<file path="src/logic/rswd_defines.svh">
// Offsets, field positions, reset values and timing counts of the reset and watchdog block.
// Assumes a 20 MHz system clock and a single AHB-Lite slave port.
// Contract
// - All reset sources reach logic clock-synchronised
// - Any reset selects medium-speed RC system clock
// - Reset loads option start address, SFR defaults
// - Reset clears stack pointer, RAM untouched
// - Seventeen-bit up-counter advances while run set
// - Bit 6 picks low-speed RC or subclock
// - Selected count reached: reset, clear run, flag
// - Overflow count is 1024 shifted by select
// - Full resets clear control; watchdog keeps bits
// - Running locks control writes; reads still work
// - Only immediate-move 55H clears running counter
// - Counter zero when stopped or on clear
// - Bit 5 starts and stops watchdog
// - Bit 7 flag: watchdog sets, others clear
// - Low-speed RC on by watchdog or start bit
// - Subclock loss or HOLD entry forces reset
// - Standby action: count, stop, or pause
// - Bits 4:3: 00/11 count, 01 stop, 10 pause
// - Standby entry with stop encoding clears run
`ifndef RSWD_DEFINES_SVH
`define RSWD_DEFINES_SVH

// Register indices; the byte address is four times the index
`define RSWD_CTRL_IDX 16'hFE79
`define RSWD_AUX_IDX 16'hFE7A
`define RSWD_CNT_IDX 16'hFE7B
`define RSWD_IDX2ADDR(idx) ({14'h0000, (idx), 2'h0})

// Control register
`define RSWD_CTRL_RESET 8'h00
`define RSWD_CTRL_KEEP_MASK 8'h5F
`define RSWD_CLEAR_CODE 8'h55

// Auxiliary register: start bit, main clock select, subclock oscillator enable
`define RSWD_AUX_RESET 8'h00
`define RSWD_AUX_LSRC_BIT 0
`define RSWD_AUX_MAINCLK_BIT 1
`define RSWD_AUX_SUBOSC_BIT 6

// Overflow base count
`define RSWD_OVF_BASE 18'h00400

// Timing
`define RSWD_CLK_HZ 20000000
`define RSWD_EXT_RST_MIN_NS 200000
`define RSWD_EXT_RST_MIN_CYC ((`RSWD_EXT_RST_MIN_NS * (`RSWD_CLK_HZ / 1000000) + 999) / 1000)

`endif

</file>
<file path="src/logic/rswd_pkg.sv">
// Types of the reset and watchdog block.
// Assumes rswd_defines.svh holds every number.
package rswd_pkg;

  typedef enum logic [1:0] {
    RSWD_SB_COUNT = 2'h0,
    RSWD_SB_STOP = 2'h1,
    RSWD_SB_PAUSE = 2'h2,
    RSWD_SB_COUNT_ALT = 2'h3
  } rswd_sb_t;

  typedef enum logic [1:0] {
    RSWD_CLK_MRC = 2'h0,
    RSWD_CLK_MAIN = 2'h1
  } rswd_clksrc_t;

  typedef struct packed {
    logic wd_reset_flag;
    logic wd_clock_select;
    logic wd_run;
    rswd_sb_t standby_action;
    logic [2:0] overflow_sel;
  } rswd_ctrl_t;

  typedef struct packed {
    logic valid;
    logic write;
    logic imm;
    logic [31:0] addr;
  } rswd_aphase_t;

endpackage

</file>
<file path="src/logic/rswd_top.sv">
// Reset source synchroniser and watchdog timer with an AHB-Lite register port.
// Assumes all inputs synchronous to i_sys_clk; watchdog clocks arrive as tick enables.
//
// The AHB-Lite interface to the registers was chosen for this implementation.
`include "rswd_defines.svh"

module rswd_top
(
  input wire logic i_sys_clk,
  input wire logic i_reset,
  input wire logic i_hsel,
  input wire logic [31:0] i_haddr,
  input wire logic [1:0] i_htrans,
  input wire logic i_hwrite,
  input wire logic [2:0] i_hsize,
  input wire logic [31:0] i_hwdata,
  input wire logic i_hready,
  input wire logic i_imm_move_wr,
  output logic o_hreadyout,
  output logic o_hresp,
  output logic [31:0] o_hrdata,
  input wire logic i_ext_reset_pin_n,
  input wire logic i_power_on_reset,
  input wire logic i_low_voltage_reset,
  input wire logic i_lsrc_tick,
  input wire logic i_subclk_tick,
  input wire logic i_standby_enter,
  input wire logic i_standby_active,
  input wire logic i_hold_enter,
  input wire logic [15:0] i_opt_start_addr,
  output logic o_sys_reset,
  output logic o_wd_reset,
  output rswd_pkg::rswd_clksrc_t o_sysclk_src,
  output logic o_pc_load,
  output logic [15:0] o_pc_start_addr,
  output logic o_sp_clear,
  output logic o_lsrc_enable,
  output logic o_subclock_osc_enable
);

  logic [2:0] src_meta_q;
  logic [2:0] src_sync_q;
  logic full_rst;
  logic rst_q;
  rswd_pkg::rswd_aphase_t aph_q;
  rswd_pkg::rswd_ctrl_t ctrl_q;
  logic [7:0] aux_q;
  logic [16:0] wd_counter_q;
  logic clr_pend_q;
  logic wr_ctrl;
  logic wr_aux;
  logic clear_cmd;
  logic tick;
  logic paused;
  logic [16:0] lim_m1;
  logic ovf_hit;
  logic sub_loss;
  logic wd_trig;

  // Reset sources through two flip-flops each
  always_ff @(posedge i_sys_clk)
  begin
    if (i_reset)
    begin
      src_meta_q <= 3'h0;
      src_sync_q <= 3'h0;
    end
    else
    begin
      src_meta_q <= {~i_ext_reset_pin_n, i_power_on_reset, i_low_voltage_reset};
      src_sync_q <= src_meta_q;
    end
  end

  assign full_rst = i_reset | (|src_sync_q);

  // System reset covers every source, watchdog included
  always_ff @(posedge i_sys_clk)
  begin
    rst_q <= full_rst | wd_trig;
    o_wd_reset <= wd_trig & ~full_rst;
  end

  assign o_sys_reset = rst_q;

  // Bus address phase
  always_ff @(posedge i_sys_clk)
  begin
    if (i_reset)
    begin
      aph_q <= '0;
    end
    else
    begin
      aph_q.valid <= i_hsel & i_htrans[1] & i_hready;
      aph_q.write <= i_hwrite;
      aph_q.imm <= i_imm_move_wr;
      aph_q.addr <= i_haddr;
    end
  end

  assign o_hreadyout = 1'h1;
  assign o_hresp = 1'h0;

  assign wr_ctrl = aph_q.valid & aph_q.write & (aph_q.addr == `RSWD_IDX2ADDR(`RSWD_CTRL_IDX));
  assign wr_aux = aph_q.valid & aph_q.write & (aph_q.addr == `RSWD_IDX2ADDR(`RSWD_AUX_IDX));
  assign clear_cmd = wr_ctrl & ctrl_q.wd_run & aph_q.imm & (i_hwdata[7:0] == `RSWD_CLEAR_CODE);

  // Read data captured at the address phase
  always_ff @(posedge i_sys_clk)
  begin
    if (i_reset)
    begin
      o_hrdata <= 32'h0000_0000;
    end
    else if (i_hsel & i_htrans[1] & i_hready & ~i_hwrite)
    begin
      if (i_haddr == `RSWD_IDX2ADDR(`RSWD_CTRL_IDX))
      begin
        o_hrdata <= {24'h000000, ctrl_q};
      end
      else if (i_haddr == `RSWD_IDX2ADDR(`RSWD_AUX_IDX))
      begin
        o_hrdata <= {24'h000000, aux_q};
      end
      else if (i_haddr == `RSWD_IDX2ADDR(`RSWD_CNT_IDX))
      begin
        o_hrdata <= {15'h0000, wd_counter_q};
      end
      else
      begin
        o_hrdata <= 32'h0000_0000;
      end
    end
  end

  // Watchdog clock, pause and overflow detection
  assign tick = ctrl_q.wd_clock_select ? i_subclk_tick : i_lsrc_tick;
  assign paused = i_standby_active & (ctrl_q.standby_action == rswd_pkg::RSWD_SB_PAUSE);
  assign lim_m1 = 17'((`RSWD_OVF_BASE << ctrl_q.overflow_sel) - 18'h00001);
  assign ovf_hit = tick & ~paused & ~clr_pend_q & (wd_counter_q == lim_m1);
  assign sub_loss = ctrl_q.wd_clock_select & (~aux_q[`RSWD_AUX_SUBOSC_BIT] | i_hold_enter);
  assign wd_trig = ctrl_q.wd_run & (ovf_hit | sub_loss);

  // Control register
  always_ff @(posedge i_sys_clk)
  begin
    if (full_rst)
    begin
      ctrl_q <= `RSWD_CTRL_RESET;
    end
    else if (wd_trig)
    begin
      ctrl_q.wd_run <= 1'h0;
      ctrl_q.wd_reset_flag <= 1'h1;
    end
    else
    begin
      if (wr_ctrl & ~ctrl_q.wd_run)
      begin
        ctrl_q <= i_hwdata[7:0];
      end
      if (i_standby_enter & ctrl_q.wd_run & (ctrl_q.standby_action == rswd_pkg::RSWD_SB_STOP))
      begin
        ctrl_q.wd_run <= 1'h0;
      end
    end
  end

  // Auxiliary register, back to defaults on every reset
  always_ff @(posedge i_sys_clk)
  begin
    if (full_rst | rst_q)
    begin
      aux_q <= `RSWD_AUX_RESET;
    end
    else if (wr_aux)
    begin
      aux_q <= i_hwdata[7:0];
    end
  end

  // Clear command held until the watchdog clock takes it
  always_ff @(posedge i_sys_clk)
  begin
    if (full_rst | ~ctrl_q.wd_run)
    begin
      clr_pend_q <= 1'h0;
    end
    else if (clear_cmd)
    begin
      clr_pend_q <= 1'h1;
    end
    else if (tick)
    begin
      clr_pend_q <= 1'h0;
    end
  end

  // Watchdog counter
  always_ff @(posedge i_sys_clk)
  begin
    if (full_rst | ~ctrl_q.wd_run)
    begin
      wd_counter_q <= 17'h00000;
    end
    else if (tick & ~paused)
    begin
      if (clr_pend_q | ovf_hit)
      begin
        wd_counter_q <= 17'h00000;
      end
      else
      begin
        wd_counter_q <= 17'(wd_counter_q + 17'h00001);
      end
    end
  end

  // Clock source, start address, stack pointer and oscillator enables
  always_ff @(posedge i_sys_clk)
  begin
    if (full_rst | rst_q)
    begin
      o_sysclk_src <= rswd_pkg::RSWD_CLK_MRC;
    end
    else
    begin
      o_sysclk_src <= aux_q[`RSWD_AUX_MAINCLK_BIT] ? rswd_pkg::RSWD_CLK_MAIN : rswd_pkg::RSWD_CLK_MRC;
    end
  end

  always_ff @(posedge i_sys_clk)
  begin
    o_pc_load <= full_rst | rst_q;
    o_sp_clear <= full_rst | rst_q;
    if (full_rst | rst_q)
    begin
      o_pc_start_addr <= i_opt_start_addr;
    end
  end

  always_ff @(posedge i_sys_clk)
  begin
    if (i_reset)
    begin
      o_lsrc_enable <= 1'h0;
      o_subclock_osc_enable <= 1'h0;
    end
    else
    begin
      o_lsrc_enable <= (~ctrl_q.wd_clock_select & ctrl_q.wd_run) | aux_q[`RSWD_AUX_LSRC_BIT];
      o_subclock_osc_enable <= aux_q[`RSWD_AUX_SUBOSC_BIT];
    end
  end
endmodule // rswd_top

</file>
<file path="config.mk">
export PLATFORM = sky130hd
export DESIGN_NAME = rswd_top
export DESIGN_NICKNAME = d
export VERILOG_FILES = /design/src/logic/rswd_pkg.sv /design/src/logic/rswd_top.sv
export VERILOG_INCLUDE_DIRS = /design/src /design/src/logic
export SDC_FILE = /design/constraint.sdc
export NUM_CORES = 1
export LEC_CHECK = 0
export BUFFER_PORTS_ARGS = -buffer_cell sky130_fd_sc_hd__buf_2
export CAP_MARGIN = 20
export CORE_MARGIN = 3
export CORE_UTILIZATION = 45
export CTS_BUF_LIST = sky130_fd_sc_hd__clkbuf_2 sky130_fd_sc_hd__clkbuf_4 sky130_fd_sc_hd__clkbuf_8
export CTS_CLUSTER_SIZE = 10
export DETAILED_ROUTE_END_ITERATION = 10
export PLACE_DENSITY = 0.73
export SYNTH_ARGS = -nofsm -noshare
export SYNTH_HDL_FRONTEND = slang
export SYNTH_SLANG_ARGS = --single-unit
</file>
<file path="constraint.sdc">
create_clock -name i_sys_clk -period 4.7 [get_ports i_sys_clk]
set_clock_uncertainty 0.15 [all_clocks]
set_input_delay 0.94 -clock i_sys_clk [delete_from_list [all_inputs] [get_ports i_sys_clk]]
set_output_delay 0.94 -clock i_sys_clk [all_outputs]
set_load 0.01 [all_outputs]
</file>
==> summary by stage, run 1 <==
Final layout
After routing the design area is 5470 um^2. Cells with a size suffix above 1 make up 29.8% of the layout. The total of fill cells in the finished design is 903. The final cell utilization of the core is 55.7%. The antenna diode count is 0. The final layout contains 634 nets.

From synthesis to final layout, the design area changed by 19.9%. The post-layout instance count excluding filler cells is 680.

Hold path
The tightest min-delay check is of the reg -> reg type. The beginning of the worst hold path is src_meta_q[0]. The end of the worst hold path is src_sync_q[0]. The number of cells on the worst hold path is 1.

Worst setup path
Counting cells, the worst reg-to-reg path comes to 5. In this run the worst setup path begins at i_haddr[9]. The type of origin of the critical path is an input pin. Of all nets on the critical path, the largest fanout is 9. STA classifies the critical path endpoint as a register.

The critical path arrival is 2.88 ns. The capture instance of the worst register-to-register path is wd_counter_q[7]. The type of the worst setup path is in -> reg. The reg-to-reg setup timing slack is 2.15 ns.

The data required time of the critical path is 4.89 ns. The startpoint identified for the worst register-to-register timing path is ctrl_q[6].

Clock network
After clock tree synthesis, the clock-pin slew on the worst setup and hold paths is 0.06 ns. Post-CTS repair changed the size of 0 cells. The number of hold buffers added after cts is 0.

The number of clock sinks seen by CTS is 114. The clock passes through at most 2 buffers. The number of setup buffers added after CTS is 0. The cell at the root of the clock tree is clkbuf_8. The worst-skew pair later-pin latency is 0.41 ns.

The number of CTS-inserted buffers is 17. The H-tree level count is 4. The TritonCTS clock tree is done.

Routing
The remaining antenna violation count is 0. The final route contains 3462 vias. After detailed routing, the total wire length is 9.91 mm.

After detailed routing, the average wire length per cell comes to 14.6 um. The detailed-route vias per instance is 5.09. The DRC marker count from the first detailed-route iteration is 184.

The first TritonRoute pass finished after 4 iterations. After detailed routing, the number of remaining DRC violations is 0.

Synth
The instance count of the mapped netlist is 430. Sorting the synthesized cells by area gives the leading types as dfxtp_1 (43%), edfxtp_1 (11%), nor2b_1 (5.6%), nor2_1 (3.6%), mux2i_1 (3.5%). The cell taking the most area after synthesis is dfxtp_1. By instance count, the leading cell after synthesis is dfxtp_1. Sorting the synthesized cells by how often they occur yields dfxtp_1 (98), nor2_1 (44), nor2b_1 (41).

Among all flip-flop cells after synthesis, the most frequent one is dfxtp_1. Counting distinct cell types in the post-synthesis netlist gives 58. In this run the biggest area consumer among cell types represents 43.0% of the synthesized area. In this run, synthesis inferred 16 flip-flops with an integrated enable. The synthesized netlist occupies a cell area of 4560 um^2. The share of the Yosys chip area taken by registers is 53.5%. Each instance of the synthesized netlist takes up on average 10.6 um^2. The register bit count reported by yosys is 114. The proportion of synthesized flip-flops having asynchronous set or reset is 0%. For this run, the number of Yosys warnings is 0.

Floorplanning
The starting utilization of the core area is 46.5%. The floorplan step defined a die boundary enclosing 11400 um^2. The number of rows in the core area is 36.

The die is 107 um wide. During I/O placement, the number of pins put on the boundary was 157. From bottom edge to top edge, the die measures 107 um. The area of the placeable core is 9820 um^2.

STA
The total count of hold-check failures in the final report came to 0. Timing would allow up to 372 MHz. Setup repair after global routing left no endpoint under its margin. The post-route clock period utilization is 57.3%. The tightest slew margin relative to the limit is 29.1%. The measured slew at the worst slew-check pin is 1.05 ns.

In the final timing run, aggregate negative setup slack is 0 ns. The number of slew-limit violations in the final report is 0. Counting I/O delays and the setup requirement, the final critical path takes 2.69 ns. Setup violations remaining at the end of the flow were counted as 0. The worst-case setup margin in the final layout is 2.01 ns.

Global route
The number of global-route vias before repair came to 3255. The pin count of the biggest net entering global routing is 62. The global-route wire length before repair is 15.5 mm. The initial antenna violation count was 0. The total overflow reported by the global router is 0. The total global-route track usage is 17.3%.

Job
The reported max-cap violation count is 0.

Place
Timing analysis after detailed placement gives a worst setup slack of 1.57 ns. The port buffer count is 110. Once placement completed, the tool counted placed cells totaling 647. At the end of routability-driven placement, the weighted congestion stood at 0.844.

The post-place instance area is 5110 um^2. Detailed placement ended at an HPWL of 7.37 mm.

Pwr
The maximum vdd ir drop is 242 uV. For this design the ratio of total power to cell area is 352 nW/um^2. The analysis attributes to cell leakage a power of 0.00218 uW.

Run status
The run finished with clean final reports.
[worst max-delay path, stage by stage]
cell      delay, ns
buf_2          0.10
nand4b_1       0.16
or4_1          0.58
nor4_2         0.82
a22oi_1        0.14
nor2_1         0.14
[metrics by stage]
stage | total power [uW] | hold slack, ns
floorplan | 1110 | 0.264
global route | 2000 | 0.304
global placement | 1150 | 0.272
detailed placement | 1160 | 0.271
finish | 1930 | 0.278
CTS | 1940 | 0.282
[cell usage in the layout (no fill, tap or decap), drive strengths merged, types with 5 or more instances in the layout]
master	Yosys	layout
buf	24	113
dfxtp	98	98
nor2	44	44
nor2b	41	41
clkbuf	20	20
a22oi	18	18
conb	2	18
mux2i	16	16
nand2	16	16
edfxtp	16	16
a211oi	15	15
nor4	12	12
xor2	10	10
nand4	10	10
clkinv	0	10
inv	9	9
a22o	9	9
o21ai	8	8
nand3	6	6
and3	5	5
nor3	5	5
[layer usage]
| metal | up-vias | track usage, % | wire length (um) |
|---|---|---|---|
| met4 | 0 | 5.21 | 111 |
| met5 | - | 0 | 0 |
| met1 | 1654 | 21.2 | 4270 |
| met2 | 91 | 29.3 | 4890 |
| met3 | 10 | 5.42 | 634 |
| li1 | 1707 | - | - |
[cell type report]
type,instances,area (um^2),area share (%)
flip-flops and latches,114,2440,44.6
inverters,9,33.8,0.618
repair buffers,113,581,10.6
clock inverters,12,92.6,1.69
well taps,133,166,3.04
multi-input cells,279,1900,34.7
clock buffers,20,256,4.69
[sequential cells by signal, indices dropped and copies added (netlist names)]
register	count
aph_q	35
aux_q	8
clr_pend_q	1
ctrl_q	8
o_hrdata	17
o_lsrc_enable	1
o_pc_start_addr	16
o_sp_clear	1
o_subclock_osc_enable	1
o_sys_reset	1
o_sysclk_src	1
o_wd_reset	1
src_meta_q	3
src_sync_q	3
wd_counter_q	17
[how the worst max path moves through the flow]
stage	to
finish	o_hrdata[16]
global route	o_hrdata[14]
CTS	o_hrdata[11]
detailed placement	o_hrdata[11]
global placement	o_hrdata[16]
floorplan	o_pc_start_addr[0]
[cells by family after synthesis]
family / Yosys count / synth area share, %
muxes: 20 / 4.50
DFF: 114 / 53.5
xor gates and xnor gates: 14 / 2.69
AOI/OAI and AO/OA: 66 / 11.3
buffers and inverters: 53 / 6.17
and+or+nand+nor: 160 / 21.3
adders and majority gates: 1 / 0.274
other: 2 / 0.165
[where the power goes]
part	total, uW	internal [uW]	switching [uW]
Clock	792	426	367
Sequential	1030	1020	8.53
Combinational	108	46.5	61.7
Total	1930	1490	437
No activity file was read; power rests on OpenSTA's default activity.
==> run 2, diff against run 1 <==
--- a/config.mk
+++ b/config.mk
@@ -6,6 +6,7 @@
 export SDC_FILE = /design/constraint.sdc
 export NUM_CORES = 1
 export LEC_CHECK = 0
+export ABC_AREA = 1
 export BUFFER_PORTS_ARGS = -buffer_cell sky130_fd_sc_hd__buf_2
 export CAP_MARGIN = 20
 export CORE_MARGIN = 3
@@ -13,7 +14,7 @@
 export CTS_BUF_LIST = sky130_fd_sc_hd__clkbuf_2 sky130_fd_sc_hd__clkbuf_4 sky130_fd_sc_hd__clkbuf_8
 export CTS_CLUSTER_SIZE = 10
 export DETAILED_ROUTE_END_ITERATION = 10
-export PLACE_DENSITY = 0.73
+export PLACE_DENSITY = 0.72
 export SYNTH_ARGS = -nofsm -noshare
 export SYNTH_HDL_FRONTEND = slang
 export SYNTH_SLANG_ARGS = --single-unit
==> constraint.sdc (replaced) <==
create_clock -name i_sys_clk -period 2.7 [get_ports i_sys_clk]
set_clock_uncertainty 0.15 [all_clocks]
set_input_delay 0.54 -clock i_sys_clk [delete_from_list [all_inputs] [get_ports i_sys_clk]]
set_output_delay 0.54 -clock i_sys_clk [all_outputs]
set_load 0.01 [all_outputs]
==> summary by stage, run 2 <==
STA
Setup repair after global routing left no endpoint under its margin. The final count of negative-setup-slack endpoints is 0 (unchanged). The worst-case setup margin in the final layout is 0.723 ns (-1.29 ns). The number of slew-limit violations in the final report is 0 (unchanged). The worst path uses 73.2% of the clock period.

The sum of negative setup slack is 0 ns (unchanged). The tightest slew margin relative to the limit is 59.6% (+31 points). The total count of hold-check failures in the final report is 0 (unchanged). The maximum clock frequency is 506 MHz. The measured slew at the worst slew-check pin came to 0.605 ns (-0.450 ns). The minimum clock period is 1.98 ns.

Global route
The global routing's busiest layer is met2. The total global-route track usage was 19.0% (+1.7 points). The initial antenna violation count is 0 (unchanged). The number of global-route vias before repair is 3810 (+17%). The total overflow reported by the global router was 0 (unchanged). The global-route track usage on met1 is 23.6% (+2.3 points).

The global-route wire length before repair is 17.4 mm (+12%). The routing usage on met2 is 30.9% (+1.6 points). The global-route track usage on met3 is 6.34% (+0.92 points). The pin count of the biggest net entering global routing is 61 (-1.6%).

Synth
The multiplexer share of the synthesized area is 0% (-4.5 points). The fraction of synthesized cell area taken by the top area cell type is 40.9% (-2.1 points). The synthesized-area fraction occupied by and/or/nand/nor cells is 29.2% (+7.9 points).

The instance count of the mapped netlist came to 597 (+39%). The register bit count reported by yosys is 114 (unchanged). The proportion of synthesized flip-flops having asynchronous set or reset is 0% (unchanged).

The cell taking the most area after synthesis is dfxtp_1. The post-synthesis instance area is 4790 um^2 (+5.1%). After synthesis, the cell types taking the most area are dfxtp_1 (41%), edfxtp_1 (10%), nor2_1 (7.8%), nand2_1 (7.0%), nand3_1 (6.3%). The number of warning messages in the yosys log is 0 (unchanged). The top flip-flop cell by instance count after synthesis is dfxtp_1. By count the netlist is led by nor2_1 (100), dfxtp_1 (98), nand2_1 (90).

The XOR/XNOR share of the synthesized area was 1.83% (-0.86 points). The distinct cell type count of the synthesized netlist is 36 (-38%). The area share of fa/ha/maj cells after synthesis is 0.261% (-0.013 points). The mean cell area of the mapped netlist is 8.03 um^2 (-24%).

The number of flops mapped to enable cells by yosys came to 16 (unchanged). The cell with the most instances after synthesis is nor2_1. The dominant combinational cell family by area after synthesis is simple AND/OR/NAND/NOR gates. The sequential cell area fraction in the yosys report came to 51.0% (-2.6 points). The share of the synthesized area in compound gates (AO/OA/AOI/OAI) was 6.06% (-5.3 points).

Run status
The run finished with clean final reports.

Place
The worst slack after detailed placement is 0.478 ns (-1.09 ns). The port buffer count was 110 (unchanged). The post-place instance area was 5350 um^2 (+4.8%). The placer's final routability congestion estimate is 0.852 (+0.97%). The placed wire-length estimate after detailed placement is 8.35 mm (+13%). The cell count after placement is 827 (+28%).

Pwr
The cell area power density is 652 nW/um^2 (+85%). The maximum vdd ir drop is 336 uV (+39%). The leakage component of the power came to 0.00259 uW (+19%).

Final layout
The library cell used most frequently in the layout, excluding fill and tap cells, is buf_2. The antenna diode count came to 0 (unchanged). The largest registers in the layout are aph_q: 35 flops, o_hrdata: 17 flops, wd_counter_q: 17 flops. The final standard cell area without fillers is 5810 um^2 (+6.3%).

The flip-flop count of the largest register, all copies and words added was 35 (unchanged). Ranked by flip-flop count, first place goes to aph_q. In the layout the commonest cells are buf_2 (110), nor2_1 (100), dfxtp_1 (98). The post-layout instance count excluding filler cells was 859 (+26%). The fraction of final layout cells with drive strength greater than 1 was 24.9% (-4.9 points). Compared with the post-synthesis result, the final layout area differs by 21.3%. The number of nets in the final layout is 810 (+28%).

Clock network
The worst-skew pair later-pin latency is 0.42 ns (about the same). The CTS clock-pin slew for the worst setup and hold paths came to 0.07 ns (about the same). The post-cts sizing count is 0 (unchanged). The number of clock sinks seen by CTS is 114 (unchanged). The number of CTS-inserted buffers came to 17 (unchanged). The maximum clock insertion buffer count was 2 (unchanged). The number of hold buffers added after cts is 0 (unchanged). The H-tree level count was 4 (unchanged). The cell at the root of the clock tree is clkbuf_8. The number of setup buffers added after CTS is 0 (unchanged). The TritonCTS clock tree is done.

Routing
The number of optimization iterations in the first detailed-route pass is 4 (unchanged). The total DRC errors in the routed layout was 0 (unchanged). The detailed-route vias per instance is 4.69 (-7.9%). The remaining antenna violation count is 0 (unchanged). The total via count in the routed design is 4027 (+16%). The wire length after detailed routing came to 10.9 mm (+9.6%). The DRC marker count from the first detailed-route iteration came to 185 (+0.54%). The routed length per instance was 12.6 um (-13%).

Floorplanning
The width of the die is 109 um (+2.4%). The overall die area is 11900 um^2 (+4.8%). The die boundary height is 109 um (+2.4%).

The number of top-level design ports is 157 (unchanged). The number of rows in the core area is 37 (+2.8%). The starting utilization of the core area was 46.4% (about the same).

The area of the placeable core is 10300 um^2 (+5.1%).

Worst setup path
The start point of the critical path is src_sync_q[1]. The reg-to-reg setup timing slack is 0.72 ns (-1.43 ns). The endpoint of the most critical setup path is o_pc_start_addr[8]. The type of the worst setup path is reg -> reg. The number of cells on the worst reg-to-reg path is 4 (-1).

The data required time of the critical path is 2.63 ns (-2.26 ns). The worst register-to-register path begins at src_sync_q[1]. The type of origin of the critical path is a register. The worst-path maximum fanout is 18 (+9). The critical path arrival is 1.91 ns (-0.97 ns). The kind of capture point of the worst setup path is a register. The capture instance of the worst register-to-register path is o_pc_start_addr[8].

Hold path
The class of the worst hold path is in -> reg.

Job
The reported max-cap violation count was 0 (unchanged).
## run 2: cells by family (layout without fill, tap and decap cells)
logic type               Yosys count  after routing
AND/OR/NAND/NOR                  299            299
flip-flops                       114            114
AO/OA/AOI/OAI                     55             55
other                              2             18
buffers and inverters            116            226
adder cells (fa/ha/maj)            1              1
XOR/XNOR                          10             10
## run 2: worst min-delay path by stage
stage | from | to | slack [ns] | cells past startpoint
after floorplan | src_meta_q[0] | src_sync_q[0] | 0.24 | 2
after global placement | src_meta_q[0] | src_sync_q[0] | 0.24 | 2
after detailed placement | src_meta_q[2] | src_sync_q[2] | 0.24 | 2
after CTS | i_ext_reset_pin_n | src_meta_q[2] | 0.09 | 2
after global routing | i_ext_reset_pin_n | src_meta_q[2] | 0.09 | 2
final | i_ext_reset_pin_n | src_meta_q[2] | 0.12 | 2
## run 2: report_power, final
part	total [uW]	internal (uW)	switching, uW
sequential	1790	1770	13.9
clock	1810	1120	685
combinational	198	75.8	122
total	3790	2970	821
## run 2: final cells by class
| class | instances | area (um^2) |
|---|---|---|
| well taps | 136 | 170 |
| clock buffers | 19 | 249 |
| flip-flops and latches | 114 | 2440 |
| multi-input cells | 383 | 1860 |
| repair buffers | 114 | 581 |
| clock inverters | 13 | 211 |
| inverters | 80 | 300 |
| fillers | 956 | 4510 |
## run 2: layer usage
metal	up-vias	wire length, um	part of all wire, %
met1	1797	4690	43
met3	16	995	9.2
met5	-	0	0
met2	132	4990	46
met4	0	173	1.6
li1	2082	-	-
## run 2: worst max-delay path, stage by stage (launching register included)
cell,delay (ns)
dfxtp_1,0.33
nor4_4,0.33
inv_1,0.28
nor2_4,0.23
inv_1,0.31
## run 2: through the flow
stage               total power, uW  hold slack, ns  util, %
floorplan                      1940           0.238        -
global route                   3940          0.0925     56.3
CTS                            3830          0.0912     56.3
detailed placement             2020           0.242     51.8
finish                         3790           0.115     56.3
global placement               2020           0.243     51.8
==> run 3, diff against run 2 <==
==> constraint.sdc (replaced) <==
create_clock -name i_sys_clk -period 2.05 [get_ports i_sys_clk]
set_clock_uncertainty 0.15 [all_clocks]
set_input_delay 0.41 -clock i_sys_clk [delete_from_list [all_inputs] [get_ports i_sys_clk]]
set_output_delay 0.41 -clock i_sys_clk [all_outputs]
set_load 0.01 [all_outputs]
==> summary by stage, run 3 (synthesized netlist as in run 2, its figures left out) <==
Floorplanning
The overall die area came to 11900 um^2 (unchanged). The width of the die is 109 um (unchanged). The starting utilization of the core area is 46.4% (unchanged). The area of the placeable core is 10300 um^2 (unchanged). The number of top-level design ports is 157 (unchanged). The number of rows in the core area came to 37 (unchanged). The die boundary height is 109 um (unchanged).

STA
The post-route clock period utilization was 93.3% (+20 points). The maximum clock frequency is 523 MHz (+3.3%). The final count of negative-setup-slack endpoints is 0 (unchanged).

The worst-case setup margin in the final layout was 0.137 ns (-0.586 ns). The tightest slew margin relative to the limit is 59.2% (-0.47 points). The minimum hold slack is 0.0271 ns (-0.0879 ns). The sum of negative setup slack came to 0 ns (unchanged). The measured slew at the worst slew-check pin was 0.612 ns (+0.00707 ns). The total count of hold-check failures in the final report is 0 (unchanged). The number of slew-limit violations in the final report is 0 (unchanged).

The minimum clock period was 1.91 ns (-0.0638 ns). Setup repair after global routing could not meet its margin everywhere.

Final layout
The post-layout instance count excluding filler cells came to 877 (+2.1%). The post-synthesis to final-layout area growth is 23.6%. In the layout the commonest cells are buf_2 (110), nor2_1 (100), dfxtp_1 (98).

The largest registers in the layout are aph_q: 35 flops, o_hrdata: 17 flops, wd_counter_q: 17 flops. Leaving out fill and tap cells, the most frequent cell in the layout is buf_2. The top register by number of flip-flops is aph_q. The antenna diode count is 0 (unchanged). The number of nets in the final layout was 828 (+2.2%). The flip-flop count of the largest register, all copies and words added is 35 (unchanged). The fraction of final layout cells with drive strength greater than 1 is 25.2% (+0.34 points).

Pwr
The net switching fraction of the power was 25.0% (+3.3 points). The overall power of the completed layout is 4750 uW (+25%). The share of total power in combinational logic is 6.0% (+0.8 points).

The cell area power density was 802 nW/um^2 (+23%). The switching component of the power was 1190 uW (+45%). The clock power share is 44.6% (-3.0 points). The leakage component of the power is 0.00265 uW (+2.4%). The internal portion of total power was 3570 uW (+20%).

The maximum vdd ir drop came to 449 uV (+34%). The proportion of power drawn by flip-flops and latches is 49.5% (+2.3 points).

Worst setup path
The launching point of the worst reg2reg path is wd_counter_q[0]. The capture instance of the worst register-to-register path is wd_counter_q[12]. By startpoint and endpoint, the worst setup path is classified as reg -> reg. The worst-path maximum fanout was 4 (-14). The data required time of the critical path came to 2.20 ns (-0.43 ns). The number of cells on the worst reg-to-reg path is 9 (+5). The critical path arrival was 2.07 ns (+0.16 ns). The kind of capture point of the worst setup path is a register. The reg-to-reg setup timing slack is 0.14 ns (-0.59 ns). The type of origin of the critical path is a register.

Global route
The total overflow reported by the global router is 0 (unchanged). The pin count of the biggest net entering global routing was 61 (unchanged). The number of global-route vias before repair was 3820 (+0.26%). The initial antenna violation count is 0 (unchanged). The global-route wire length before repair is 17.6 mm (+0.83%).

The total global-route track usage is 18.9% (-0.11 points).

Place
The worst slack after detailed placement came to 0.179 ns (-0.299 ns). The port buffer count is 110 (unchanged). The cell count after placement is 833 (+0.73%).

The placer's final routability congestion estimate was 0.874 (+2.6%). The placed wire-length estimate after detailed placement was 8.11 mm (-2.9%).

Clock network
The number of clock sinks seen by CTS is 114 (unchanged). The maximum clock insertion buffer count is 2 (unchanged). The CTS clock-pin slew for the worst setup and hold paths is 0.07 ns (about the same). The worst-skew pair later-pin latency is 0.41 ns (about the same).

The TritonCTS clock tree is done. The H-tree level count came to 4 (unchanged). Clock tree synthesis selected as its root buffer the cell clkbuf_8. The number of CTS-inserted buffers was 17 (unchanged).

Routing
The DRC marker count from the first detailed-route iteration is 294 (+59%). The detailed-route vias per instance is 4.71 (+0.43%). The total DRC errors in the routed layout is 0 (unchanged). The routed length per instance was 12.5 um (-1.3%). The remaining antenna violation count is 0 (unchanged). The total via count in the routed design was 4129 (+2.5%). The wire length after detailed routing is 10.9 mm (+0.76%). The number of optimization iterations in the first detailed-route pass is 5 (+1).

Run status
The run finished with clean final reports.

Hold path
The class of the worst hold path is in -> reg. The number of cells on the worst hold path is 1 (-1). The beginning of the worst hold path is i_opt_start_addr[5]. The end of the worst hold path is o_pc_start_addr[5].

Job
The reported max-cap violation count is 0 (unchanged).
## run 3: layout make-up
cell class | instances | area (um^2)
Fill cell | 931 | 4400
Inverter | 80 | 300
Timing Repair Buffer | 132 | 746
Sequential cell | 114 | 2440
Tap cell | 136 | 170
Clock inverter | 15 | 170
Clock buffer | 17 | 234
Multi-Input combinational cell | 383 | 1860
## run 3: repair_timing
action	4_1_cts	5_1_grt
setup endpoints to repair	0	6
hold buffers	12	0
endpoints found under the hold margin	12	0
buffers inserted	0	0
resized for setup	0	1
## run 3: routing by layer
metal  vias up  global-route usage, %  wire [um]
li1       2123                      -          -
met1      1837                   24.8       4880
met2       157                   31.0       5110
met3        12                   4.20        823
met4         0                   6.32        127
met5         -                      0          0
## run 3: worst max path at each step
stage	slack, ns	cells after the start	startpoint	end
3_5_place_dp	0.18	9	i_haddr[0]	o_hrdata[10]
6_report	0.14	9	wd_counter_q[0]	wd_counter_q[12]
2_1_floorplan	0.20	5	i_reset	o_pc_start_addr[0]
4_1_cts	0.15	7	aph_q[5]	aux_q[3]
3_3_place_gp	0.20	9	i_haddr[0]	o_hrdata[15]
5_1_grt	-0.04	11	wd_counter_q[1]	wd_counter_q[16]
## run 3: power groups by stage
stage	logic, uW	clock network (uW)	registers (uW)
finish	284	2120	2350
CTS	285	2160	2350
floorplan	144	0	2420
global route	318	2280	2360
detailed placement	266	0	2400
global placement	260	0	2400
## run 3: critical path: stages, from the launching register on
cell     delay, ns
dfxtp_1       0.40
ha_1          0.19
nand2_1       0.07
inv_1         0.10
nand3_1       0.13
nor2_4        0.12
nand2_1       0.13
nor3_2        0.26
xor2_1        0.21
nor2_2        0.05
## run 3: per-stage QoR
step                      util [%]  area (um^2)
after global routing          57.4         5920
after detailed placement      52.3         5400
final                         57.4         5920
after global placement        52.3         5400
after CTS                     57.4         5920
after floorplan                  -         4850
